`src/rtc_calendar_alarm_cfg.svh`:
```
// Register offsets, field positions and reset values for the calendar and
// dual alarm block. Assumes an 8-bit register port with a 5-bit address.
`ifndef RTC_CALENDAR_ALARM_CFG_SVH
`define RTC_CALENDAR_ALARM_CFG_SVH

// Register offsets
`define OFS_CAL_DATE        5'h04
`define OFS_CAL_MONTH       5'h05
`define OFS_CAL_YEAR        5'h06
`define OFS_CONTROL         5'h07
`define OFS_ALM0_SECONDS    5'h0A
`define OFS_ALM0_MINUTES    5'h0B
`define OFS_ALM0_HOURS      5'h0C
`define OFS_ALM0_WEEKDAY    5'h0D
`define OFS_ALM0_DATE       5'h0E
`define OFS_ALM0_MONTH      5'h0F
`define OFS_ALM1_SECONDS    5'h11
`define OFS_ALM1_MINUTES    5'h12
`define OFS_ALM1_HOURS      5'h13
`define OFS_ALM1_WEEKDAY    5'h14
`define OFS_ALM1_DATE       5'h15
`define OFS_ALM1_MONTH      5'h16

// Field positions
`define BIT_LEAP_YEAR       5
`define BIT_HOUR_FORMAT     6
`define BIT_ALARM_FLAG      3
`define BIT_ALARM_POLARITY  7
`define BIT_OUT_LEVEL       7
`define BIT_SQW_ENABLE      6
`define BIT_ALM1_ENABLE     5
`define BIT_ALM0_ENABLE     4

// Reset values
`define RST_CAL_DATE        6'h01
`define RST_CAL_MONTH       5'h01
`define RST_CAL_YEAR        8'h01
`define RST_CONTROL         8'h80
`define RST_ALM_WEEKDAY     3'h1
`define RST_ALM_DATE        6'h01
`define RST_ALM_MONTH       5'h01

`endif

```
`src/rtc_calendar_alarm_pkg.sv`:
```
// Types shared by the calendar and dual alarm block.
// Assumes nothing beyond a SystemVerilog compiler.
package rtc_calendar_alarm_pkg;

	// Alarm comparison selection codes
	typedef enum logic [2:0] {
		CMP_SECONDS = 3'h0,
		CMP_MINUTES = 3'h1,
		CMP_HOURS   = 3'h2,
		CMP_WEEKDAY = 3'h3,
		CMP_DATE    = 3'h4,
		CMP_RSVD5   = 3'h5,
		CMP_RSVD6   = 3'h6,
		CMP_ALL     = 3'h7
	} compare_select_type;

	// Multi-function pin modes, one-hot
	typedef enum logic [2:0] {
		PIN_GENERAL = 3'h1,
		PIN_ALARM   = 3'h2,
		PIN_SQUARE  = 3'h4
	} pin_mode_type;

endpackage : rtc_calendar_alarm_pkg

```
`src/rtc_calendar_dual_alarm.sv`:
```
// Calendar registers (date, month, year) and two alarm units of the clock.
// Assumes the timekeeping fields arrive from logic on clk_sys, and that the
// register port master follows the one-cycle strobe protocol.
`include "rtc_calendar_alarm_cfg.svh"
`timescale 1ns/1ps
`default_nettype none

// Summary of operation
// - Date register BCD, bits 7-6 zero, reset 01
// - Month bit 5 is read-only leap-year flag
// - Month BCD tens bit 4, reset 01
// - Year two BCD digits, reset 01
// - Two identical independent alarm units; unit 1's polarity bit does not steer the pin, unit 0's serves both
// - Flag set when selected fields match and the unit's control enable bit is set
// - Flag sticky; re-set if match persists
// - Mask code selects compared fields; 101/110 reserved
// - Alarm enabled, no square wave: pin alarm mode
// - Seconds match BCD, bit 7 zero, reset 0
// - Minutes match BCD, bit 7 zero, reset 0
// - Alarm hours bit 6 mirrors clock format
// - Hour encoding depends on 12/24 format
// - Match values stored and compared as BCD
// - Flag never written to 1; register write clears
// - Mask bits 6-4, flag bit 3, polarity 7
// - Hours compare covers bits 5-0 incl. afternoon bit; format bit 6 not compared
// - Control bits 5/4 enable alarm 1/0
module rtc_calendar_dual_alarm (
	input  wire logic       clk_sys,        // System clock, 250 MHz
	input  wire logic       rst,            // Asynchronous reset, active high
	input  wire logic [4:0] reg_addr,       // Register address
	input  wire logic [7:0] reg_wdata,      // Write data
	input  wire logic       reg_wr,         // Write strobe
	input  wire logic       reg_rd,         // Read strobe
	output var  logic [7:0] reg_rdata_r,    // Read data, cycle after strobe
	input  wire logic [6:0] tk_seconds,     // Timekeeping seconds, BCD
	input  wire logic [6:0] tk_minutes,     // Timekeeping minutes, BCD
	input  wire logic [6:0] tk_hours,       // Timekeeping hours, bit 6 = 12-hour
	input  wire logic [2:0] tk_weekday,     // Timekeeping weekday
	input  wire logic       square_wave,    // Square wave from clock divider
	output var  logic       multi_function_pin_o_r,  // Pin output value, always low
	output var  logic       multi_function_pin_oe_r, // Pin drive enable, high pulls the pin low
	output var  logic [1:0] alarm_flag_r    // Alarm match flags
);

	// Calendar storage
	logic [5:0] cal_date_r;                 // Date tens/ones
	logic [4:0] cal_month_r;                // Month tens/ones
	logic [7:0] cal_year_r;                 // Year tens/ones
	logic [7:0] control_r;                  // Control register

	// Alarm storage, one entry per unit
	logic [6:0] alm_sec_r   [2];            // Seconds match
	logic [6:0] alm_min_r   [2];            // Minutes match
	logic [5:0] alm_hour_r  [2];            // Hours match, format bit not stored
	logic       alm_pol_r   [2];            // Output polarity
	logic [2:0] alm_sel_r   [2];            // Comparison select
	logic [2:0] alm_wday_r  [2];            // Weekday match
	logic [5:0] alm_date_r  [2];            // Date match
	logic [4:0] alm_month_r [2];            // Month match

	// Derived signals
	logic       leap_year_flag;             // Current year is a leap year
	logic [1:0] alarm_match;                // Unit enabled and selected fields equal, per unit
	logic [1:0] flag_clear;                 // Weekday/mask write, per unit
	logic [7:0] reg_rdata_nxt;              // Read mux
	rtc_calendar_alarm_pkg::pin_mode_type pin_mode; // Pin function

	// Leap year from a two-digit BCD year: multiples of four
	function automatic logic leap_of(input logic [7:0] yr);
		if (yr[4] == 1'b0) begin
			leap_of = (yr[3:0] == 4'h0) || (yr[3:0] == 4'h4) || (yr[3:0] == 4'h8);
		end else begin
			leap_of = (yr[3:0] == 4'h2) || (yr[3:0] == 4'h6);
		end
	endfunction : leap_of

	// Compare one alarm unit against the running time, straight BCD equality
	function automatic logic match_of(
		input logic [2:0] sel,
		input logic [6:0] a_sec,
		input logic [6:0] a_min,
		input logic [5:0] a_hour,
		input logic [2:0] a_wday,
		input logic [5:0] a_date,
		input logic [4:0] a_month,
		input logic [6:0] t_sec,
		input logic [6:0] t_min,
		input logic [6:0] t_hour,
		input logic [2:0] t_wday,
		input logic [5:0] t_date,
		input logic [4:0] t_month
	);
		logic s_eq;
		logic m_eq;
		logic h_eq;
		s_eq = (a_sec == t_sec);
		m_eq = (a_min == t_min);
		// Bits 5-0 hold afternoon+tens in 12-hour mode, two tens bits in 24-hour
		h_eq = (a_hour == t_hour[5:0]);
		case (sel)
			rtc_calendar_alarm_pkg::CMP_SECONDS: match_of = s_eq;
			rtc_calendar_alarm_pkg::CMP_MINUTES: match_of = m_eq;
			rtc_calendar_alarm_pkg::CMP_HOURS:   match_of = h_eq;
			rtc_calendar_alarm_pkg::CMP_WEEKDAY: match_of = (a_wday == t_wday);
			rtc_calendar_alarm_pkg::CMP_DATE:    match_of = (a_date == t_date);
			rtc_calendar_alarm_pkg::CMP_ALL:     match_of = s_eq && m_eq && h_eq &&
				(a_wday == t_wday) && (a_date == t_date) && (a_month == t_month);
			// Reserved codes never match
			default:                             match_of = 1'b0;
		endcase
	endfunction : match_of

	// Leap flag follows the stored year
	always_comb begin
		leap_year_flag = leap_of(cal_year_r);
	end

	// Calendar registers; date and month counting belong to the timekeeper
	// Digits are stored unchecked, so an invalid value is kept as written
	always_ff @(posedge clk_sys or posedge rst) begin
		if (rst) begin
			cal_date_r  <= `RST_CAL_DATE;
			cal_month_r <= `RST_CAL_MONTH;
			cal_year_r  <= `RST_CAL_YEAR;
		end else if (reg_wr) begin
			case (reg_addr)
				`OFS_CAL_DATE:  cal_date_r  <= reg_wdata[5:0];
				// Leap bit is not stored, so writes to it vanish
				`OFS_CAL_MONTH: cal_month_r <= reg_wdata[4:0];
				`OFS_CAL_YEAR:  cal_year_r  <= reg_wdata;
				default: begin
				end
			endcase
		end
	end

	// Control register; bits 7-4 steer the pin and enable the alarms, bits 3-0 are storage
	always_ff @(posedge clk_sys or posedge rst) begin
		if (rst) begin
			control_r <= `RST_CONTROL;
		end else if (reg_wr && (reg_addr == `OFS_CONTROL)) begin
			control_r <= reg_wdata;
		end
	end

	// Per-unit logic; both units are built from the same description
	for (genvar u = 0; u < 2; u++) begin : g_alarm
		localparam logic [4:0] OFS_SEC   = (u == 0) ? `OFS_ALM0_SECONDS : `OFS_ALM1_SECONDS;
		localparam logic [4:0] OFS_MIN   = (u == 0) ? `OFS_ALM0_MINUTES : `OFS_ALM1_MINUTES;
		localparam logic [4:0] OFS_HOUR  = (u == 0) ? `OFS_ALM0_HOURS   : `OFS_ALM1_HOURS;
		localparam logic [4:0] OFS_WDAY  = (u == 0) ? `OFS_ALM0_WEEKDAY : `OFS_ALM1_WEEKDAY;
		localparam logic [4:0] OFS_DATE  = (u == 0) ? `OFS_ALM0_DATE    : `OFS_ALM1_DATE;
		localparam logic [4:0] OFS_MONTH = (u == 0) ? `OFS_ALM0_MONTH   : `OFS_ALM1_MONTH;
		localparam int         EN_BIT    = (u == 0) ? `BIT_ALM0_ENABLE  : `BIT_ALM1_ENABLE;

		// Match registers of this unit
		always_ff @(posedge clk_sys or posedge rst) begin
			if (rst) begin
				alm_sec_r[u]   <= 7'h00;
				alm_min_r[u]   <= 7'h00;
				alm_hour_r[u]  <= 6'h00;
				alm_pol_r[u]   <= 1'b0;
				alm_sel_r[u]   <= 3'h0;
				alm_wday_r[u]  <= `RST_ALM_WEEKDAY;
				alm_date_r[u]  <= `RST_ALM_DATE;
				alm_month_r[u] <= `RST_ALM_MONTH;
			end else if (reg_wr) begin
				// BCD stored as written; invalid digits are the host's concern
				if (reg_addr == OFS_SEC) begin
					alm_sec_r[u] <= reg_wdata[6:0];
				end
				if (reg_addr == OFS_MIN) begin
					alm_min_r[u] <= reg_wdata[6:0];
				end
				if (reg_addr == OFS_HOUR) begin
					alm_hour_r[u] <= reg_wdata[5:0];
				end
				if (reg_addr == OFS_WDAY) begin
					alm_pol_r[u]  <= reg_wdata[`BIT_ALARM_POLARITY];
					alm_sel_r[u]  <= reg_wdata[6:4];
					alm_wday_r[u] <= reg_wdata[2:0];
				end
				if (reg_addr == OFS_DATE) begin
					alm_date_r[u] <= reg_wdata[5:0];
				end
				if (reg_addr == OFS_MONTH) begin
					alm_month_r[u] <= reg_wdata[4:0];
				end
			end
		end

		// Match is checked every cycle, so each seconds update is seen at once
		always_comb begin
			alarm_match[u] = control_r[EN_BIT] && match_of(alm_sel_r[u], alm_sec_r[u],
				alm_min_r[u], alm_hour_r[u], alm_wday_r[u], alm_date_r[u], alm_month_r[u],
				tk_seconds, tk_minutes, tk_hours, tk_weekday, cal_date_r, cal_month_r);
			flag_clear[u] = reg_wr && (reg_addr == OFS_WDAY);
		end

		// Sticky flag; a match in the clearing cycle wins, so a persisting
		// match re-raises the flag and no event is lost
		always_ff @(posedge clk_sys or posedge rst) begin
			if (rst) begin
				alarm_flag_r[u] <= 1'b0;
			end else begin
				alarm_flag_r[u] <= alarm_match[u] || (alarm_flag_r[u] && !flag_clear[u]);
			end
		end

	end : g_alarm

	// Pin mode: square wave has priority over the alarm function
	always_comb begin
		if (control_r[`BIT_SQW_ENABLE]) begin
			pin_mode = rtc_calendar_alarm_pkg::PIN_SQUARE;
		end else if (control_r[`BIT_ALM0_ENABLE] || control_r[`BIT_ALM1_ENABLE]) begin
			pin_mode = rtc_calendar_alarm_pkg::PIN_ALARM;
		end else begin
			pin_mode = rtc_calendar_alarm_pkg::PIN_GENERAL;
		end
	end

	// Open-drain pin: only a low level is driven, a high is left to the pull-up.
	// In alarm mode unit 0's polarity governs both flags of enabled units.
	// Limitation: unit 1's polarity bit is stored and read back but never steers the pin
	always_ff @(posedge clk_sys or posedge rst) begin
		if (rst) begin
			multi_function_pin_o_r  <= 1'b0;
			multi_function_pin_oe_r <= 1'b0;
		end else begin
			multi_function_pin_o_r <= 1'b0;
			unique case (pin_mode)
				rtc_calendar_alarm_pkg::PIN_SQUARE:  multi_function_pin_oe_r <= !square_wave;
				rtc_calendar_alarm_pkg::PIN_ALARM: begin
					// Asserted level equals polarity; drive low for a low level
					multi_function_pin_oe_r <= ((alarm_flag_r[0] && control_r[`BIT_ALM0_ENABLE]) ||
						(alarm_flag_r[1] && control_r[`BIT_ALM1_ENABLE])) != alm_pol_r[0];
				end
				rtc_calendar_alarm_pkg::PIN_GENERAL: multi_function_pin_oe_r <= !control_r[`BIT_OUT_LEVEL];
			endcase
		end
	end

	// Read mux; unmapped addresses read zero
	always_comb begin
		case (reg_addr)
			`OFS_CAL_DATE:     reg_rdata_nxt = {2'b00, cal_date_r};
			`OFS_CAL_MONTH:    reg_rdata_nxt = {2'b00, leap_year_flag, cal_month_r};
			`OFS_CAL_YEAR:     reg_rdata_nxt = cal_year_r;
			`OFS_CONTROL:      reg_rdata_nxt = control_r;
			`OFS_ALM0_SECONDS: reg_rdata_nxt = {1'b0, alm_sec_r[0]};
			`OFS_ALM0_MINUTES: reg_rdata_nxt = {1'b0, alm_min_r[0]};
			`OFS_ALM0_HOURS:   reg_rdata_nxt = {1'b0, tk_hours[`BIT_HOUR_FORMAT], alm_hour_r[0]};
			`OFS_ALM0_WEEKDAY: reg_rdata_nxt = {alm_pol_r[0], alm_sel_r[0], alarm_flag_r[0], alm_wday_r[0]};
			`OFS_ALM0_DATE:    reg_rdata_nxt = {2'b00, alm_date_r[0]};
			`OFS_ALM0_MONTH:   reg_rdata_nxt = {3'b000, alm_month_r[0]};
			`OFS_ALM1_SECONDS: reg_rdata_nxt = {1'b0, alm_sec_r[1]};
			`OFS_ALM1_MINUTES: reg_rdata_nxt = {1'b0, alm_min_r[1]};
			`OFS_ALM1_HOURS:   reg_rdata_nxt = {1'b0, tk_hours[`BIT_HOUR_FORMAT], alm_hour_r[1]};
			`OFS_ALM1_WEEKDAY: reg_rdata_nxt = {alm_pol_r[1], alm_sel_r[1], alarm_flag_r[1], alm_wday_r[1]};
			`OFS_ALM1_DATE:    reg_rdata_nxt = {2'b00, alm_date_r[1]};
			`OFS_ALM1_MONTH:   reg_rdata_nxt = {3'b000, alm_month_r[1]};
			default:           reg_rdata_nxt = 8'h00;
		endcase
	end

	// Read data register; holds zero outside the answer cycle
	// Zero between answers keeps a stale word from passing for a fresh one
	always_ff @(posedge clk_sys or posedge rst) begin
		if (rst) begin
			reg_rdata_r <= 8'h00;
		end else begin
			reg_rdata_r <= reg_rd ? reg_rdata_nxt : 8'h00;
		end
	end
endmodule : rtc_calendar_dual_alarm

`default_nettype wire

```
`config.mk`:
```
export PLATFORM = sky130hd
export DESIGN_NAME = rtc_calendar_dual_alarm
export DESIGN_NICKNAME = d
export VERILOG_FILES = /design/src/rtc_calendar_alarm_pkg.sv /design/src/rtc_calendar_dual_alarm.sv
export VERILOG_INCLUDE_DIRS = /design/src
export SDC_FILE = /design/constraint.sdc
export NUM_CORES = 1
export LEC_CHECK = 0
export ABC_AREA = 1
export BUFFER_PORTS_ARGS = -buffer_cell sky130_fd_sc_hd__buf_2
export CAP_MARGIN = 20
export CORE_MARGIN = 1
export CORE_UTILIZATION = 45
export DETAILED_ROUTE_END_ITERATION = 10
export GPL_ROUTABILITY_DRIVEN = 1
export SLEW_MARGIN = 20
export SYNTH_ARGS = -nofsm -noshare
export SYNTH_HDL_FRONTEND = slang
export SYNTH_SLANG_ARGS = --single-unit
```
`constraint.sdc`:
```
create_clock -name clk_sys -period 8.65 [get_ports clk_sys]
set_clock_uncertainty 0.1 [all_clocks]
set_input_delay 0 -clock clk_sys [delete_from_list [all_inputs] [get_ports clk_sys]]
set_output_delay 0 -clock clk_sys [all_outputs]
set_load 0.02 [all_outputs]
```
* After elaboration in Yosys (flattened, before gate mapping)
Cells that the tools add are included.
** Word-level totals
- Input bits :: 42
- Output and inout port bits :: 12
- Bits in registers :: 114
** Operators by class
- Reductions and logical operators :: 48
- Multiplexer cells :: 8
- Eq/ne operators :: 46
** Operators with widths (number)
- $pmux W8 S16 :: 1
- $eq A5 B4 Y1 const B :: 6
- $eq A5 B5 Y1 const B :: 6
- $reduce_and A2 Y1 :: 15
- $eq A7 B7 Y1 :: 4
- $eq A6 B6 Y1 :: 4
- $eq A5 B3 Y1 const B :: 4
- $logic_and A1 B1 Y1 :: 19
- $eq A3 B2 Y1 const B :: 5
- $eq A3 B3 Y1 const B :: 5
- $pmux W1 S6 :: 2
- $eq A5 B5 Y1 :: 2
- $eq A3 B1 Y1 const B :: 3
- $eq A4 B3 Y1 const B :: 2
- $mux W8 :: 1
- $logic_or A1 B1 Y1 :: 7
- $eq A3 B3 Y1 :: 2
- $logic_not A3 Y1 :: 2
- $eq A4 B2 Y1 const B :: 1
- $eq A4 B4 Y1 const B :: 1
- $logic_not A1 Y1 :: 4
- $logic_not A4 Y1 :: 1
- $mux W3 :: 1
- $pmux W1 S3 :: 1
- other kinds (3) :: 3

* Depth between registers and ports, before layout
- Depth after elaboration :: 9
- Mapped depth :: 14

* Worst setup path after synthesis
OpenSTA, ideal clock, no wires.
- Kind :: reg2reg
- Start :: register cal_month_r[0]
- End :: register alarm_flag_r[0]
- Data arrival time :: 1.095 ns
- Path buffers :: 0
- Setup time :: 0.116 ns
- Period minus slack after synthesis :: 1.312 ns
- Slack :: 7.338 ns
- Stages on the path, launching flop included :: 11
- Data required time :: 8.434 ns
- Path through :: dfstp_2 -> xor2_1 -> nor2_1 -> nand2_1 -> nor2_1 -> nand3_1 -> nand2_1 -> nand2_1 -> nand2_1 -> nand2_1 -> nand2_1
** Between the ends
- Word-level cells in the longest chain between the ends :: 5
** Ends and longest elaborated chain
- from (decl) :: RTL line rtc_calendar_dual_alarm.sv:47 : logic [4:0] cal_month_r;
- from (signal assigned) :: RTL line rtc_calendar_dual_alarm.sv:123 : cal_month_r <= `RST_CAL_MONTH;
- from (signal assigned) :: RTL line rtc_calendar_dual_alarm.sv:129 : `OFS_CAL_MONTH: cal_month_r <= reg_wdata[4:0];
- $eq A5 B5 Y1 :: RTL line rtc_calendar_dual_alarm.sv:107 : (a_wday == t_wday) && (a_date == t_date) && (a_month == t_month);
- $logic_and A1 B1 Y1 :: RTL line rtc_calendar_dual_alarm.sv:107
- $pmux W1 S6 :: RTL line rtc_calendar_dual_alarm.sv:100 : case (sel)
- $logic_and A1 B1 Y1 :: RTL line rtc_calendar_dual_alarm.sv:194 : alarm_match[u] = control_r[EN_BIT] && match_of(alm_sel_r[u], alm_sec_r[u],
- $logic_or A1 B1 Y1 :: RTL line rtc_calendar_dual_alarm.sv:206 : alarm_flag_r[u] <= alarm_match[u] || (alarm_flag_r[u] && !flag_clear[u]);
- to (signal, indexed assignment) :: RTL line rtc_calendar_dual_alarm.sv:206
- to (decl) :: RTL line rtc_calendar_dual_alarm.sv:42 : output var logic [1:0] alarm_flag_r
Every way passes these cells.
A chain may end at the register's enable or synchronous reset.

* Worst setup path after layout
- Start :: input reg_addr[4]
- End :: register reg_rdata_r[6]
** Between the ends
- Word-level cells in the longest chain between the ends :: 3
** Ends and longest elaborated chain
- from (decl) :: RTL line rtc_calendar_dual_alarm.sv:30 : input wire logic [4:0] reg_addr,
- $eq A5 B5 Y1, or another cell as far along :: RTL line rtc_calendar_dual_alarm.sv:246 : case (reg_addr)
- $pmux W8 S16 (*) :: RTL line rtc_calendar_dual_alarm.sv:246
- $mux W8 (*) :: RTL line rtc_calendar_dual_alarm.sv:273 : reg_rdata_r <= reg_rd ? reg_rdata_nxt : 8'h00;
- to (signal assigned) :: RTL line rtc_calendar_dual_alarm.sv:273
- to (decl) :: RTL line rtc_calendar_dual_alarm.sv:34 : output var logic [7:0] reg_rdata_r,
Mark *: on every way between the ends. The rest lies on a longest branch, timed or not.

==> metrics.csv <==
metric,value,unit
Congestion Overflow GR,0,
Routability Congestion,0.905,
Ys Warns,0,
drt via density,5.24,
ant diodes,0,
Max-Cap Viols,0,
dpl ws,6970,ps
hold depth,6,
"Clk Latency, worst-skew pair",420,ps
"slowest stage delay, CP",540,ps
worst path arrival time,2360,ps
DR vias,6068,
crit path kind,input pin to register,
Worst Hold Class,input pin to register,
initial antenna violation count,0,
clock sinks,114,
average size of a mapped cell,7.18,um2
"Distinct cells, synth",40,
Synth Register Bits,114,
Cells after Synth,907,
Worst setup EP type,register,
RSZ-0062 raised after global routing,no,
Synth area leaders,"dfrtp_1 40%, nand2_1 18%, inv_1 7.4%",
Tmin final,2150,ps
Static Leak,3.83,nW
fillers,1401,
status,finished clean,
Nets,1008,
Die H,122,um
largest net degree at the start of global routing,70,
initial cell density of the core,46.6,%
"Req. time, crit path",8860,ps
"Seq/Total Area, Yosys",44.0,%
Slew Limit Fails,0,
hold path start,tk_weekday[2],
row cnt,43,
core box area,14000,um2
Worst Tran Pin Value,915,ps
number of global-route vias before repair,5670,
post_cts resized,0,
io pins,54,
Worst R2R Start,alm_sec_r[6],
FF-to-FF setup slack,6900,ps
drt wl/cell,17.6,um
first-pass GRT wire length,31.8,mm
share of layout cells above drive strength 1,13.4,%
die area,15000,um2
Layout Area Growth over Synthesis,15.2,%
DRC,0,
total iterations of the first detailed-routing run,5,
root buf cell,clkbuf_16,
setup bufs post-CTS,0,
pwr dens,232,nW/um2
CTS buffer count,17,
worst path cell trace,dlygate4sd3_1 -> buf_2 -> inv_1 -> nor3_2 -> nand2_1 -> inv_1 -> o21ai_0 -> nand3_1 -> nand2_1 -> dlygate4sd3_1 -> inv_1,
I/O Buffers,52,
DRT antenna net count,0,
CTS HTree Levels,4,
final setup violating endpoints,0,
dpl hpwl,14.8,mm
"Cell Area, Synth",6510,um2
clock slew at reported path FFs,50,ps
final WL,20.3,mm
worst-path fanout max,7,
hold_buf cts,9,
maximum clock rate,465,MHz
Slowest cell on crit path,dlygate4sd3_1,
worst vdd ir,0.153,mV
Crit Reg-Reg Endpoint,reg_rdata_r[6],
Worst Slack Setup Final,6500,ps
relative slew slack,39.0,%
Hold Crit Endpoint,alarm_flag_r[1],
share of Yosys cell area claimed by the top area cell type,39.9,%
die width,122,um
setup tns final,0,ps
Worst setup SP type,input pin,
Final Hold Viols,0,
Mapped Nets,949,
largest area contributor in the netlist,dfrtp_1,
gr usage total,29.5,%
Worst R2R Path Depth,7,
violation count after the first detailed-route iteration,467,
period utilisation layout,24.9,%
TritonCTS clock tree,built,
final hold slack,8.55,ps
Max Root-Sink Buffers,2,
"most used cell, CP",inv_1,
==> placed cells by master, fill, tap and decap left out, types with 2 or more instances in the layout <==
master / n
nand2_1: 315
inv_1: 128
dfrtp_1: 104
o21ai_0: 87
nor2_1: 76
buf_2: 52
o22ai_1: 30
nand3_1: 20
clkbuf_16: 17
xnor2_1: 15
o21ai_1: 14
o21ai_2: 13
nand4_1: 12
dfstp_2: 10
xor2_1: 9
dlygate4sd3_1: 9
inv_2: 7
nand2_2: 6
o2bb2ai_1: 6
nand2_4: 5
clkinv_2: 5
a21oi_1: 5
clkbuf_8: 5
clkbuf_1: 3
nand3_2: 2
a211oi_1: 2
nor4_1: 2
and2_1: 2
==> cells by family (layout without fill, tap and decap cells) <==
group,Yosys count,count (layout),share of synthesized area (%)
other cells,1,1,0.0576
flops,114,114,44.0
xor+xnor,24,24,3.23
simple gates,447,447,28.3
buf+inv,160,230,9.99
compound gates,161,161,14.4
==> metal layers <==
layer	part of all wire, %	track usage [%]
met5	0	0
met4	2.8	11.5
met3	6.7	6.37
met2	46	45.6
met1	45	40.1
==> area by class of cell <==
type	instances	area (um2)	share of cell area (%)
clock buffer	25	505	6.74
sequential	114	2870	38.2
inverter	138	522	6.95
multi-input combinational	633	3000	40.0
timing repair buffer	62	358	4.77
tap	180	225	3.00
clock inverter	5	27.5	0.367
==> sequential cells by signal (all words and copies together) (netlist names), 5 cells and up <==
signal and count:
alm_hour_r 12, alm_wday_r 6, reg_rdata_r 8, control_r 8
cal_date_r 6, alm_sel_r 6, alm_min_r 14, alm_sec_r 14
alm_month_r 10, cal_year_r 8, cal_month_r 5, alm_date_r 12
==> critical path: cells and delay by family <==
family,cells,cell delay (ps)
and+or+nand+nor,4,490
AOI/OAI and AO/OA,1,330
buffers and inverters,6,1540
==> metrics by stage <==
step / cell area [um2] / instances / utilization, % / total power [mW]
6_report: 7500 / 1157 / 53.6 / 1.74
2_1_floorplan: 6520 / 907 / - / 0.977
3_3_place_gp: 6880 / 1118 / 49.2 / 1.10
5_1_grt: 7500 / 1157 / 53.6 / 1.84
4_1_cts: 7500 / 1157 / 53.6 / 1.75
3_5_place_dp: 6880 / 1118 / 49.2 / 1.11
==> worst max-delay path by stage <==
stage	to	cells past startpoint	from	slack, ps
global route	reg_rdata_r[6]	11	reg_addr[4]	6420
detailed placement	reg_rdata_r[3]	9	reg_addr[0]	6970
floorplan	alarm_flag_r[0]	1	rst	5550
CTS	reg_rdata_r[6]	11	reg_addr[4]	6570
finish	reg_rdata_r[6]	11	reg_addr[4]	6500
global placement	reg_rdata_r[3]	9	reg_addr[0]	6980
==> cells in the mapped netlist (all sizes together) <==
cell type and n:
a211oi 2, a21oi 5, a221oi 1, a22oi 1, a41oi 1, and2 2, buf 10, clkbuf 12
clkinv 2, conb 1, dfrtp 104, dfstp 10, inv 136, nand2 326, nand3 22, nand3b 1
nand4 12, nor2 78, nor3 3, nor4 2, o21ai 114, o221ai 1, o22ai 30, o2bb2ai 6
or2 1, xnor2 15, xor2 9
==> report_power, final <==
part / internal [mW] / leakage (nW) / total, mW / switching, mW
Clock: 0.398 / 0.265 / 0.637 / 0.239
Sequential: 0.640 / 1.45 / 0.735 / 0.0954
Combinational: 0.137 / 2.11 / 0.371 / 0.234
Total: 1.17 / 3.83 / 1.74 / 0.569
Note: power is estimated with default switching activity, not from simulation.
